### src/dma_dual_address_pkg.sv
// Constants shared by the dual-address DMA channel engine
`default_nettype none
package dma_dual_address_pkg;
  // Register index inside one channel window (byte address bits [4:2])
  localparam logic [2:0] REG_CONTROL = 3'h0;
  localparam logic [2:0] REG_STATUS = 3'h1;
  localparam logic [2:0] REG_SOURCE = 3'h2;
  localparam logic [2:0] REG_DEST = 3'h3;
  localparam logic [2:0] REG_COUNT = 3'h4;
  localparam int CH_ADDR_LSB = 5;
  localparam int REG_ADDR_LSB = 2;
  // channel_control_reg fields
  localparam int CTL_GO = 0;
  localparam int CTL_EXT_REQ = 1;
  localparam int CTL_UNIT_LSB = 2;
  localparam int CTL_PORT_LSB = 4;
  localparam int CTL_SRC_IO = 6;
  localparam int CTL_DST_IO = 7;
  localparam int CTL_SRC_STEP_LSB = 8;
  localparam int CTL_DST_STEP_LSB = 10;
  localparam int CTL_NORMAL_IRQ_EN = 12;
  localparam int CTL_ADDR_MODE = 15;
  localparam logic [31:0] CTL_WRITE_MASK = 32'h00009FFE;
  // channel_status_reg fields
  localparam int ST_ACTIVE = 0;
  localparam int ST_NORMAL_DONE = 1;
  localparam int ST_ABNORMAL_DONE = 2;
  localparam int ST_CONF_ERR = 3;
  // Size codes: 0x = 32 bits, 10 = 16 bits, 11 = 8 bits
  localparam logic [1:0] SIZE_16 = 2'h2;
  // Address step codes
  localparam logic [1:0] STEP_INC = 2'h0;
  localparam logic [1:0] STEP_DEC = 2'h1;
  localparam logic [1:0] RESP_OKAY = 2'h0;
  localparam logic [1:0] RESP_SLVERR = 2'h2;
  localparam logic [31:0] RESET_WORD = 32'h00000000;
  typedef enum logic [2:0] {
    ENG_IDLE = 3'b000,
    ENG_ARB = 3'b001,
    ENG_READ = 3'b010,
    ENG_WRITE = 3'b011,
    ENG_STEP = 3'b100
  } engine_e;
endpackage
`default_nettype wire

### src/dma_dual_address_channel.sv
// Dual-address DMA channel engine with AXI4-Lite register slave
`default_nettype none
module dma_dual_address_channel
  import dma_dual_address_pkg::*;
#(
  parameter int NCH = 4
) (
  input wire logic clk,
  input wire logic resetn,
  input wire logic [7:0] s_axi_awaddr,
  input wire logic s_axi_awvalid,
  output logic s_axi_awready,
  input wire logic [31:0] s_axi_wdata,
  input wire logic [3:0] s_axi_wstrb,
  input wire logic s_axi_wvalid,
  output logic s_axi_wready,
  output logic [1:0] s_axi_bresp,
  output logic s_axi_bvalid,
  input wire logic s_axi_bready,
  input wire logic [7:0] s_axi_araddr,
  input wire logic s_axi_arvalid,
  output logic s_axi_arready,
  output logic [31:0] s_axi_rdata,
  output logic [1:0] s_axi_rresp,
  output logic s_axi_rvalid,
  input wire logic s_axi_rready,
  input wire logic [NCH-1:0] extTransferRequestN,
  input wire logic [1:0] memBusWidth,
  output logic busReq,
  input wire logic busGrant,
  output logic sysValid,
  output logic sysWrite,
  output logic [31:0] sysAddr,
  output logic [1:0] sysSize,
  output logic [31:0] sysWdata,
  input wire logic [31:0] sysRdata,
  input wire logic sysReady,
  output logic [NCH-1:0] normalDoneIrq
);
  function automatic logic [1:0] sizeLog(input logic [1:0] code);
    sizeLog = !code[1] ? 2'd2 : (code == SIZE_16 ? 2'd1 : 2'd0);
  endfunction
  function automatic logic [1:0] logCode(input logic [1:0] lg);
    logCode = lg == 2'd2 ? 2'h0 : (lg == 2'd1 ? 2'h2 : 2'h3);
  endfunction
  function automatic logic [31:0] strbMerge(input logic [31:0] old, input logic [31:0] d,
                                            input logic [3:0] s);
    for (int b = 0; b < 4; b++) begin
      old[b*8 +: 8] = s[b] ? d[b*8 +: 8] : old[b*8 +: 8];
    end
    strbMerge = old;
  endfunction
  function automatic logic [31:0] stepAddr(input logic [31:0] a, input logic [1:0] mode,
                                           input logic [31:0] n);
    stepAddr = mode == STEP_INC ? a + n : (mode == STEP_DEC ? a - n : a);
  endfunction

  logic [31:0] ctl [NCH];
  logic [31:0] srcAddr [NCH];
  logic [31:0] dstAddr [NCH];
  logic [31:0] byteCount [NCH];
  logic [NCH-1:0] active, normalDone, abnormalDone, confErr;
  logic [NCH-1:0] reqSync1, reqSync2;
  engine_e state;
  logic [1:0] cur, beat;
  logic [31:0] dataHolding;

  // AXI4-Lite write side
  logic awHeld, wHeld;
  logic [7:0] wrAddr;
  logic [31:0] wrData;
  logic [3:0] wrStrb;
  wire wrEn = awHeld && wHeld && !s_axi_bvalid;
  wire [1:0] wrCh = wrAddr[CH_ADDR_LSB +: 2];
  wire [2:0] wrReg = wrAddr[REG_ADDR_LSB +: 3];
  wire wrMapped = wrReg <= REG_COUNT;

  always_ff @(posedge clk) begin
    if (!resetn) begin
      s_axi_awready <= 1'b0;
      s_axi_wready <= 1'b0;
      awHeld <= 1'b0;
      wHeld <= 1'b0;
      wrAddr <= 8'h00;
      wrData <= RESET_WORD;
      wrStrb <= 4'h0;
      s_axi_bvalid <= 1'b0;
      s_axi_bresp <= RESP_OKAY;
    end else begin
      s_axi_awready <= s_axi_awvalid && !awHeld && !s_axi_awready;
      s_axi_wready <= s_axi_wvalid && !wHeld && !s_axi_wready;
      if (s_axi_awvalid && s_axi_awready) begin
        awHeld <= 1'b1;
        wrAddr <= s_axi_awaddr;
      end
      if (s_axi_wvalid && s_axi_wready) begin
        wHeld <= 1'b1;
        wrData <= s_axi_wdata;
        wrStrb <= s_axi_wstrb;
      end
      if (wrEn) begin
        awHeld <= 1'b0;
        wHeld <= 1'b0;
        s_axi_bvalid <= 1'b1;
        s_axi_bresp <= wrMapped ? RESP_OKAY : RESP_SLVERR;
      end else if (s_axi_bready) begin
        s_axi_bvalid <= 1'b0;
      end
    end
  end

  // AXI4-Lite read side
  wire [1:0] rdCh = s_axi_araddr[CH_ADDR_LSB +: 2];
  wire [2:0] rdReg = s_axi_araddr[REG_ADDR_LSB +: 3];
  always_ff @(posedge clk) begin
    if (!resetn) begin
      s_axi_arready <= 1'b0;
      s_axi_rvalid <= 1'b0;
      s_axi_rdata <= RESET_WORD;
      s_axi_rresp <= RESP_OKAY;
    end else begin
      s_axi_arready <= s_axi_arvalid && !s_axi_arready && !s_axi_rvalid;
      if (s_axi_arvalid && s_axi_arready) begin
        s_axi_rvalid <= 1'b1;
        s_axi_rresp <= RESP_OKAY;
        case (rdReg)
          REG_CONTROL: s_axi_rdata <= ctl[rdCh];
          REG_STATUS: s_axi_rdata <= {28'h0, confErr[rdCh], abnormalDone[rdCh],
                                      normalDone[rdCh], active[rdCh]};
          REG_SOURCE: s_axi_rdata <= srcAddr[rdCh];
          REG_DEST: s_axi_rdata <= dstAddr[rdCh];
          REG_COUNT: s_axi_rdata <= byteCount[rdCh];
          default: begin
            s_axi_rdata <= RESET_WORD;
            s_axi_rresp <= RESP_SLVERR;
          end
        endcase
      end else if (s_axi_rready) begin
        s_axi_rvalid <= 1'b0;
      end
    end
  end

  // Go decode and configuration check on the written control value
  wire [31:0] newCtl = strbMerge(ctl[wrCh], wrData, wrStrb);
  wire goAccept = wrEn && wrReg == REG_CONTROL && wrStrb[0] && wrData[CTL_GO] && !active[wrCh];
  wire [2:0] newUnit = 3'd1 << sizeLog(newCtl[CTL_UNIT_LSB +: 2]);
  wire [31:0] unitMask = {29'h0, newUnit - 3'd1};
  wire newIo = newCtl[CTL_SRC_IO] | newCtl[CTL_DST_IO];
  wire goErr = normalDone[wrCh] | abnormalDone[wrCh]
    | byteCount[wrCh] == 32'h0 | (byteCount[wrCh] & unitMask) != 32'h0
    | (srcAddr[wrCh] & unitMask) != 32'h0 | (dstAddr[wrCh] & unitMask) != 32'h0
    | (newCtl[CTL_SRC_IO] & newCtl[CTL_DST_IO])
    | (newIo & sizeLog(newCtl[CTL_PORT_LSB +: 2]) > sizeLog(newCtl[CTL_UNIT_LSB +: 2]))
    | newCtl[CTL_ADDR_MODE];

  // Engine view of the current channel
  wire [31:0] curCtl = ctl[cur];
  wire [1:0] unitLog = sizeLog(curCtl[CTL_UNIT_LSB +: 2]);
  wire [31:0] unitBytes = 32'd1 << unitLog;
  wire [1:0] memLog = sizeLog(memBusWidth) < unitLog ? sizeLog(memBusWidth) : unitLog;
  wire [1:0] portLog = sizeLog(curCtl[CTL_PORT_LSB +: 2]);
  wire phaseIo = state == ENG_WRITE ? curCtl[CTL_DST_IO] : curCtl[CTL_SRC_IO];
  wire [1:0] accLog = phaseIo ? portLog : memLog;
  wire [1:0] lastBeat = (2'd1 << (unitLog - accLog)) - 2'd1;
  wire [31:0] curCount = byteCount[cur];

  // Requests and lowest-number pick
  logic [NCH-1:0] reqVec;
  logic [1:0] pick;
  always_comb begin
    pick = 2'd0;
    for (int i = 0; i < NCH; i++) begin
      reqVec[i] = active[i] && (!ctl[i][CTL_EXT_REQ] || !reqSync2[i]);
    end
    for (int i = NCH - 1; i >= 0; i--) begin
      if (reqVec[i]) begin
        pick = 2'(i);
      end
    end
  end

  always_ff @(posedge clk) begin
    if (!resetn) begin
      reqSync1 <= '1;
      reqSync2 <= '1;
    end else begin
      reqSync1 <= extTransferRequestN;
      reqSync2 <= reqSync1;
    end
  end

  // Beat address and lanes; I/O address never moves between beats
  function automatic logic [31:0] beatAddr(input logic [31:0] base, input logic io,
                                           input logic [1:0] b, input logic [1:0] lg);
    beatAddr = io ? base : base + ({30'h0, b} << lg);
  endfunction
  function automatic logic [31:0] laneMask(input logic [1:0] lg);
    laneMask = lg == 2'd2 ? 32'hFFFFFFFF : (lg == 2'd1 ? 32'h0000FFFF : 32'h000000FF);
  endfunction
  wire [4:0] shiftBits = 5'({beat, 3'b000} << accLog);
  wire [1:0] wrLog = curCtl[CTL_DST_IO] ? portLog : memLog;

  // Transfer engine, all on rising clk edges
  always_ff @(posedge clk) begin
    if (!resetn) begin
      state <= ENG_IDLE;
      cur <= 2'd0;
      beat <= 2'd0;
      busReq <= 1'b0;
      sysValid <= 1'b0;
      sysWrite <= 1'b0;
      sysAddr <= RESET_WORD;
      sysSize <= 2'h0;
      sysWdata <= RESET_WORD;
      dataHolding <= RESET_WORD;
    end else begin
      case (state)
        ENG_IDLE: begin
          if (|reqVec) begin
            cur <= pick;
            busReq <= 1'b1;
            state <= ENG_ARB;
          end
        end
        ENG_ARB: begin
          if (busGrant) begin
            state <= ENG_READ;
            beat <= 2'd0;
            dataHolding <= RESET_WORD;
            sysValid <= 1'b1;
            sysWrite <= 1'b0;
            sysAddr <= srcAddr[cur];
            sysSize <= logCode(accLog);
          end
        end
        ENG_READ: begin
          if (sysReady) begin
            dataHolding <= dataHolding | ((sysRdata & laneMask(accLog)) << shiftBits);
            if (beat == lastBeat) begin
              state <= ENG_WRITE;
              beat <= 2'd0;
              sysWrite <= 1'b1;
              sysAddr <= dstAddr[cur];
              sysSize <= logCode(wrLog);
              sysWdata <= (dataHolding | ((sysRdata & laneMask(accLog)) << shiftBits))
                          & laneMask(wrLog);
            end else begin
              beat <= beat + 2'd1;
              sysAddr <= beatAddr(srcAddr[cur], curCtl[CTL_SRC_IO], beat + 2'd1, accLog);
            end
          end
        end
        ENG_WRITE: begin
          if (sysReady) begin
            if (beat == lastBeat) begin
              state <= ENG_STEP;
              sysValid <= 1'b0;
              sysWrite <= 1'b0;
            end else begin
              beat <= beat + 2'd1;
              sysAddr <= beatAddr(dstAddr[cur], curCtl[CTL_DST_IO], beat + 2'd1, accLog);
              sysWdata <= (dataHolding >> 5'(shiftBits + (5'd8 << accLog))) & laneMask(accLog);
            end
          end
        end
        ENG_STEP: begin
          busReq <= 1'b0;
          state <= ENG_IDLE;
        end
        default: state <= ENG_IDLE;
      endcase
    end
  end

  // Channel registers: software writes while idle, engine steps after each unit
  always_ff @(posedge clk) begin
    if (!resetn) begin
      for (int i = 0; i < NCH; i++) begin
        ctl[i] <= RESET_WORD;
        srcAddr[i] <= RESET_WORD;
        dstAddr[i] <= RESET_WORD;
        byteCount[i] <= RESET_WORD;
      end
    end else begin
      if (wrEn && !active[wrCh]) begin
        case (wrReg)
          REG_CONTROL: ctl[wrCh] <= newCtl & CTL_WRITE_MASK;
          REG_SOURCE: srcAddr[wrCh] <= strbMerge(srcAddr[wrCh], wrData, wrStrb);
          REG_DEST: dstAddr[wrCh] <= strbMerge(dstAddr[wrCh], wrData, wrStrb);
          REG_COUNT: byteCount[wrCh] <= strbMerge(byteCount[wrCh], wrData, wrStrb);
          default: ;
        endcase
      end
      if (state == ENG_STEP) begin
        srcAddr[cur] <= stepAddr(srcAddr[cur], curCtl[CTL_SRC_STEP_LSB +: 2], unitBytes);
        dstAddr[cur] <= stepAddr(dstAddr[cur], curCtl[CTL_DST_STEP_LSB +: 2], unitBytes);
        byteCount[cur] <= curCount - unitBytes;
      end
    end
  end

  // Status flags; hardware set wins over write-one-to-clear
  wire stepDone = state == ENG_STEP && curCount == unitBytes;
  always_ff @(posedge clk) begin
    if (!resetn) begin
      active <= '0;
      normalDone <= '0;
      abnormalDone <= '0;
      confErr <= '0;
      normalDoneIrq <= '0;
    end else begin
      for (int i = 0; i < NCH; i++) begin
        if (wrEn && wrReg == REG_STATUS && wrCh == 2'(i) && wrStrb[0]) begin
          normalDone[i] <= normalDone[i] & ~wrData[ST_NORMAL_DONE];
          abnormalDone[i] <= abnormalDone[i] & ~wrData[ST_ABNORMAL_DONE];
          confErr[i] <= confErr[i] & ~wrData[ST_CONF_ERR];
        end
        if (goAccept && wrCh == 2'(i)) begin
          if (goErr) begin
            abnormalDone[i] <= 1'b1;
            confErr[i] <= 1'b1;
          end else begin
            active[i] <= 1'b1;
          end
        end
        if (stepDone && cur == 2'(i)) begin
          normalDone[i] <= 1'b1;
          active[i] <= 1'b0;
        end
        normalDoneIrq[i] <= normalDone[i] && ctl[i][CTL_NORMAL_IRQ_EN];
      end
    end
  end

  // Checks
  a_read_then_write: assert property (@(posedge clk) disable iff (!resetn)
    $rose(state == ENG_WRITE) |-> $past(state) == ENG_READ && $past(sysReady))
    else $error("write phase entered without completed read");
  a_grant_first: assert property (@(posedge clk) disable iff (!resetn)
    $rose(state == ENG_READ) |-> $past(busGrant) && busReq)
    else $error("transfer began without bus grant");
  a_io_addr_fixed: assert property (@(posedge clk) disable iff (!resetn)
    (state == ENG_READ && sysValid && curCtl[CTL_SRC_IO]) |-> sysAddr == srcAddr[cur])
    else $error("io source address moved");
  a_io_port_size: assert property (@(posedge clk) disable iff (!resetn)
    (state == ENG_READ && sysValid && curCtl[CTL_SRC_IO])
      |-> sysSize == logCode(portLog))
    else $error("io access not at port width");
  a_count_step: assert property (@(posedge clk) disable iff (!resetn)
    state == ENG_STEP |=> curCount == $past(curCount) - $past(unitBytes))
    else $error("byte count not stepped by unit");
  a_go_ready: assert property (@(posedge clk) disable iff (!resetn)
    (goAccept && !goErr) |=> active[wrCh] && !abnormalDone[wrCh])
    else $error("good start did not set active");
  a_cfg_abort: assert property (@(posedge clk) disable iff (!resetn)
    (goAccept && goErr) |=> abnormalDone[wrCh] && !active[wrCh] && state != ENG_READ)
    else $error("bad start not terminated abnormally");
  a_normal_end: assert property (@(posedge clk) disable iff (!resetn)
    stepDone |=> normalDone[cur] && !active[cur] && curCount == 32'h0)
    else $error("normal termination missing");
  a_lowest_first: assert property (@(posedge clk) disable iff (!resetn)
    (state == ENG_IDLE && reqVec[0]) |=> cur == 2'd0)
    else $error("channel zero not served first");
  a_irq_enable: assert property (@(posedge clk) disable iff (!resetn)
    !ctl[cur][CTL_NORMAL_IRQ_EN] && $stable(ctl[cur]) |=> !normalDoneIrq[cur])
    else $error("interrupt raised while disabled");
  c_internal_done: cover property (@(posedge clk) disable iff (!resetn)
    stepDone && !curCtl[CTL_EXT_REQ]);
  c_external_done: cover property (@(posedge clk) disable iff (!resetn)
    stepDone && curCtl[CTL_EXT_REQ]);
  c_config_error: cover property (@(posedge clk) disable iff (!resetn) goAccept && goErr);
  c_narrow_io: cover property (@(posedge clk) disable iff (!resetn)
    state == ENG_READ && sysReady && phaseIo && beat == 2'd3);
endmodule
`default_nettype wire

### config.mk
export PLATFORM = sky130hd
export DESIGN_NAME = dma_dual_address_channel
export DESIGN_NICKNAME = d
export VERILOG_FILES = /design/src/dma_dual_address_pkg.sv /design/src/dma_dual_address_channel.sv
export SDC_FILE = /design/constraint.sdc
export NUM_CORES = 2
export LEC_CHECK = 0
export ABC_AREA = 1
export BUFFER_PORTS_ARGS = -buffer_cell sky130_fd_sc_hd__buf_4
export CORE_MARGIN = 5
export CORE_UTILIZATION = 40
export CTS_CLUSTER_SIZE = 10
export DETAILED_ROUTE_END_ITERATION = 6
export RECOVER_POWER = 100
export SYNTH_ARGS = -nofsm -noshare
export SYNTH_HDL_FRONTEND = slang
export SYNTH_SLANG_ARGS = --single-unit
export TNS_END_PERCENT = 50
### constraint.sdc
create_clock -name clk -period 7.22 [get_ports clk]
set_input_delay 0.361 -clock clk [delete_from_list [all_inputs] [get_ports clk]]
set_output_delay 0.361 -clock clk [all_outputs]
set_load 0.05 [all_outputs]
**Word-level counts from Yosys, hierarchy flattened**

Memory sizes are Yosys's and may differ from the RTL's. A register that Yosys moved wholly into a read port is not among the register bits.
Index checks and enable logic that the tools add are counted.

- Register bits after elaboration: 222
- RAM bits: 436
- Input port bits: 99
- Word-level logic and storage cells: 446
- Memories kept: 4

- $add $sub $neg: 12
- $lt $le $gt $ge: 5
- Equal/unequal tests: 38
- Shifts and indexed selects: 8
- Mux-type cells: 197
- Bitwise logic cells: 35
- Reduce and logical (&&, ||, !) cells: 111

Memories:

| name | words | bits a word | rd ports | clocked after Yosys merged registers in | wr ports | RTL line | source |
|---|---|---|---|---|---|---|---|
| byteCount | 4 | 32 | 3 | 2 | 4 | dma_dual_address_channel.sv:61 | `logic [31:0] byteCount [NCH];` |
| dstAddr | 4 | 32 | 3 | 2 | 4 | dma_dual_address_channel.sv:60 | `logic [31:0] dstAddr [NCH];` |
| srcAddr | 4 | 32 | 3 | 2 | 4 | dma_dual_address_channel.sv:59 | `logic [31:0] srcAddr [NCH];` |
| ctl | 4 | 13 | 7 | 2 | 4 | dma_dual_address_channel.sv:58 | `logic [31:0] ctl [NCH];` |

Operators with widths:

| operator | number |
|---|---|
| $mux W32 | 25 |
| $reduce_or A32 Y1 | 6 |
| $pmux W32 S5 | 1 |
| $add A32 B32 Y32 | 4 |
| $pmux W32 S2 | 2 |
| $mux W8 | 14 |
| $and A32 B3 Y32 | 3 |
| $and A32 B32 Y32 | 3 |
| $pmux W32 S3 | 1 |
| $reduce_bool A32 Y1 | 3 |
| $sub A32 B32 Y32 | 3 |
| $mux W2 | 47 |
| $mux W1 | 85 |
| $logic_and A1 B1 Y1 | 42 |
| $eq A32 B32 Y1 | 1 |
| $logic_not A32 Y1 | 1 |
| $mux W16 | 2 |
| $or A32 B32 Y32 | 1 |
| $shl A1 B2 Y32 const A | 1 |
| $shl A2 B2 Y32 | 1 |
| $shl A32 B5 Y32 | 1 |
| $shr A32 B5 Y32 | 1 |
| $eq A2 B2 Y1 const B | 11 |
| $reduce_bool A2 Y1 | 10 |
| other kinds (45) | 137 |

**Depth between registers and ports, before layout**

- Word-level depth: 16
- Mapped depth: 32
- Mapped depth without buffers: 30

**Worst setup path after synthesis**

No wires, ideal clock.

- Kind: reg-to-reg
- From: reg s_axi_bvalid
- To: mem byteCount[1][0], enable pin
- Arrival: 4417 ps
- Required time: 6754 ps
- Path slack: 2338 ps
- Cell stages (with the launch flop): 12
- Clock period less this slack: 4882 ps
- Cell sequence: dfxtp_1 > nor3_2 > inv_1 > a221oi_1 > nand2_1 > nor3_1 > inv_1 > nor2_1 > clkbuf_1 > inv_1 > clkbuf_1 > o21ai_0

RTL lines:

| item | RTL line | source |
|---|---|---|
| start: declaration | dma_dual_address_channel.sv:18 | `output logic s_axi_bvalid,` |
| start signal: assignment | dma_dual_address_channel.sv:87 | `s_axi_bvalid <= 1'b0;` |
| start signal: assignment | dma_dual_address_channel.sv:104 | `s_axi_bvalid <= 1'b1;` |
| start signal: assignment | dma_dual_address_channel.sv:107 | `s_axi_bvalid <= 1'b0;` |
| end: declaration | dma_dual_address_channel.sv:61 |  |

==> flow_summary_export.csv <==
group,metric,value,unit
sta,worstMarginPinSlew,4.50,ns
global_route,grt_antenna_before_repair,2,
critical_path,critPathArrivalTime,6.80,ns
finish,fin_nets,6502,
sta,worst_clock_skew,0.0287,ns
sta,finalCritPeriodShare,89.3,%
sta,whs,0.0368,ns
detailed_routing,vias,48900,
detailed_routing,firstDrtPassIters,7,
synthesis,synth-seq-cells,658,
synthesis,synth-async-reset-ratio,0,%
finish,layout.cells.most_common_list,"nand2_1 (1176), o21ai_0 (969), a21oi_1 (741)",
cts,cts.repair.resized,0,
floorplanning,core,0.113,mm2
detailed_routing,wl_per_cell,25.8,um
sta,rsz0062_at_grt,"no",
cts,insertion_delay,0.67,ns
synthesis,yosysUniqueCellTypes,75,
global_route,grt_pass1_vias,45300,
sta,tns,0,ns
detailed_routing,drt_iter0_drc,6785,
sta,fmax,155,MHz
cts,cts_buffers,82,
detailed_routing,drc,0,
min_path,worstHoldPathType,"input pin to register",
cts,clkTransAtPathRegs,0.06,ns
finish,area_growth,11.0,%
finish,drive_above_1_share,7.66,%
critical_path,start_kind,"input pin",
global_route,grt_usage,32.0,%
critical_path,end_kind,"register",
detailed_routing,post_drt_via_cell_ratio,6.16,
placement,place_ws,1.72,ns
cts,numClockSinks,658,
floorplanning,die-area,0.121,mm2
run_status,violations,"capacitance limit, slew limit",
critical_path,crit_path_max_fanout,57,
synthesis,synth_edf_count,436,
placement,hpwl,135000,um
finish,layout_commonest_cell,"nand2_1",
floorplanning,initial_core_util,40.4,%
sta,hold_viol,0,
cts,clock_path_buffers,3,
synthesis,synth.avg_cell_area,7.17,um2
sta,slew_violations,766,
cts,tritoncts,"done",
global_route,overflow,0,
critical_path,critPathKind,"input pin to register",
floorplanning,fp.dieH,348,um
floorplanning,die_w,348,um
floorplanning,io_pins,213,
power_and_ir_drop,p_leak,0.0189,uW
flow_run,cap_violations,18,
sta,worst_slack,0.772,ns
sta,timing.final.crit_period,6.45,ns
finish,ff_latch_area,0.0175,mm2
floorplanning,rows,123,
detailed_routing,drt_wl_total,204000,um
sta,finalSetupViolCount,0,
finish,multi_input_area,0.0239,mm2
synthesis,netlist_area,0.0456,mm2
cts,post-cts-setup-buffer-count,0,
global_route,grt_max_degree,193,
synthesis,seq_area_frac_synth,38.5,%
global_route,grt_pass1_wl,294000,um
detailed_routing,ant_nets,0,
sta,relSlewSlack,-200,%
synthesis,ys_warn_count,0,
finish,fillers,11600,
cts,htree_num_levels,3,
cts,cts_root_buffer,"clkbuf_16",
run_status,status,"finished, violations left",
critical_path,required,7.57,ns
synthesis,netlist_instances,6356,
power_and_ir_drop,worst_ir_drop_vdd,0.206,mV
synthesis,synthFlopType,"edfxtp_1",
placement,routabilityCongestion,0.986,
power_and_ir_drop,finalPower,11400,uW
placement,port_buffers,204,
power_and_ir_drop,power.density,226,mW/mm2
==> cell usage after synthesis (21+ instances only) <==
| cell | count | area, um2 |
|---|---|---|
| o41ai_1 | 23 | 201 |
| a32oi_1 | 32 | 280 |
| a21oi_1 | 742 | 3710 |
| nand4_1 | 86 | 538 |
| clkbuf_1 | 313 | 1170 |
| inv_1 | 573 | 2150 |
| o211ai_1 | 78 | 586 |
| nand2_1 | 1175 | 4410 |
| nor2_1 | 489 | 1840 |
| buf_1 | 56 | 210 |
| buf_2 | 37 | 185 |
| a31oi_1 | 41 | 257 |
| edfxtp_1 | 436 | 13100 |
| a32oi_2 | 27 | 439 |
| inv_2 | 41 | 154 |
| xor2_1 | 75 | 657 |
| o21ai_0 | 951 | 4760 |
| a22o_1 | 25 | 219 |
| nor3_1 | 58 | 290 |
| o21ai_1 | 50 | 250 |
| ha_1 | 38 | 475 |
| or2_2 | 74 | 463 |
| dfxtp_1 | 222 | 4440 |
| xnor2_1 | 22 | 193 |
| nand3_1 | 254 | 1270 |
| buf_6 | 21 | 236 |
| or2_1 | 26 | 163 |
| o31ai_1 | 36 | 270 |
| o22ai_1 | 167 | 1040 |
==> per-stage QoR <==
stage                     utilization [%]  instance area (um2)  instances
after global placement               42.7                48200       7731
final                                44.9                50600       7927
after floorplan                         -                45600       6361
after detailed placement             42.7                48200       7731
after global routing                 44.8                50600       7925
after CTS                            45.4                51200       7925
==> registers in the layout, indices dropped and copies added, names as in the netlist, 4 cells and up, named ones only <==
name / count
sysAddr: 32
normalDone: 4
wrStrb: 4
ctl: 52
reqSync2: 4
wrAddr: 5
s_axi_rdata: 32
sysWdata: 32
wrData: 32
dstAddr: 128
normalDoneIrq: 4
dataHolding: 32
byteCount: 128
reqSync1: 4
srcAddr: 128
confErr: 4
abnormalDone: 4
active: 4
==> worst paths after layout <==
kind	start	slack, ns	depth (start not counted)	end
min reg2reg	reqSync1[2]	0.40	1	reqSync2[2]
min	s_axi_wdata[24]	0.04	3	wrData[24]
max	resetn	0.77	10	dstAddr[2][29]
max reg2reg	register	1.04	20	byteCount[0][30]
==> cell families after synthesis <==
logic type               after synthesis  share of synthesized area [%]
AND/OR/NAND/NOR                     2247                           21.0
XOR/XNOR                              97                           1.86
AO/OA/AOI/OAI                       2239                           27.9
buffers and inverters               1067                           9.38
other                                  2                         0.0165
multiplexers                           2                         0.0439
flip-flops                           658                           38.5
adder cells (fa/ha/maj)               44                           1.31
==> layout make-up <==
class                      count  area share [%]
clock buffer                 136            4.76
sequential                   658            34.7
inverter                     625            4.68
multi-input combinational   4636            47.2
clock inverter                14           0.376
tap                         1500            3.71
timing repair buffer         356            4.63
antenna                        2         0.00989
==> power breakdown <==
part / switching (uW) / leakage (uW) / total (uW) / internal, uW
sequential: 159 / 0.00631 / 4420 / 4260
clock: 1710 / 0.00126 / 4090 / 2380
combinational: 2240 / 0.0113 / 2940 / 695
total: 4110 / 0.0189 / 11400 / 7340
==> worst max-delay path: stages <==
cell      delay (ns)
clkbuf_1        1.76
inv_4           0.55
nor2_1          0.25
inv_1           0.15
nor2_4          0.10
buf_4           0.71
inv_1           1.23
nand3_1         0.36
clkbuf_2        0.95
o21ai_0         0.28
==> routing by layer <==
layer	up-vias	share of wire [%]	track usage, %
met5	-	0	0
met4	0	6.7	18.1
met3	626	12	7.62
met2	3333	43	49.7
met1	22800	38	41.1
li1	22100	-	-
==> what timing repair did <==
| action | CTS | global route |
|---|---|---|
| endpoints found under the hold margin | 44 | 0 |
| hold buffers | 44 | 0 |
| endpoints found under the setup margin | 0 | 0 |
Note: power is estimated with default switching activity, not from simulation.
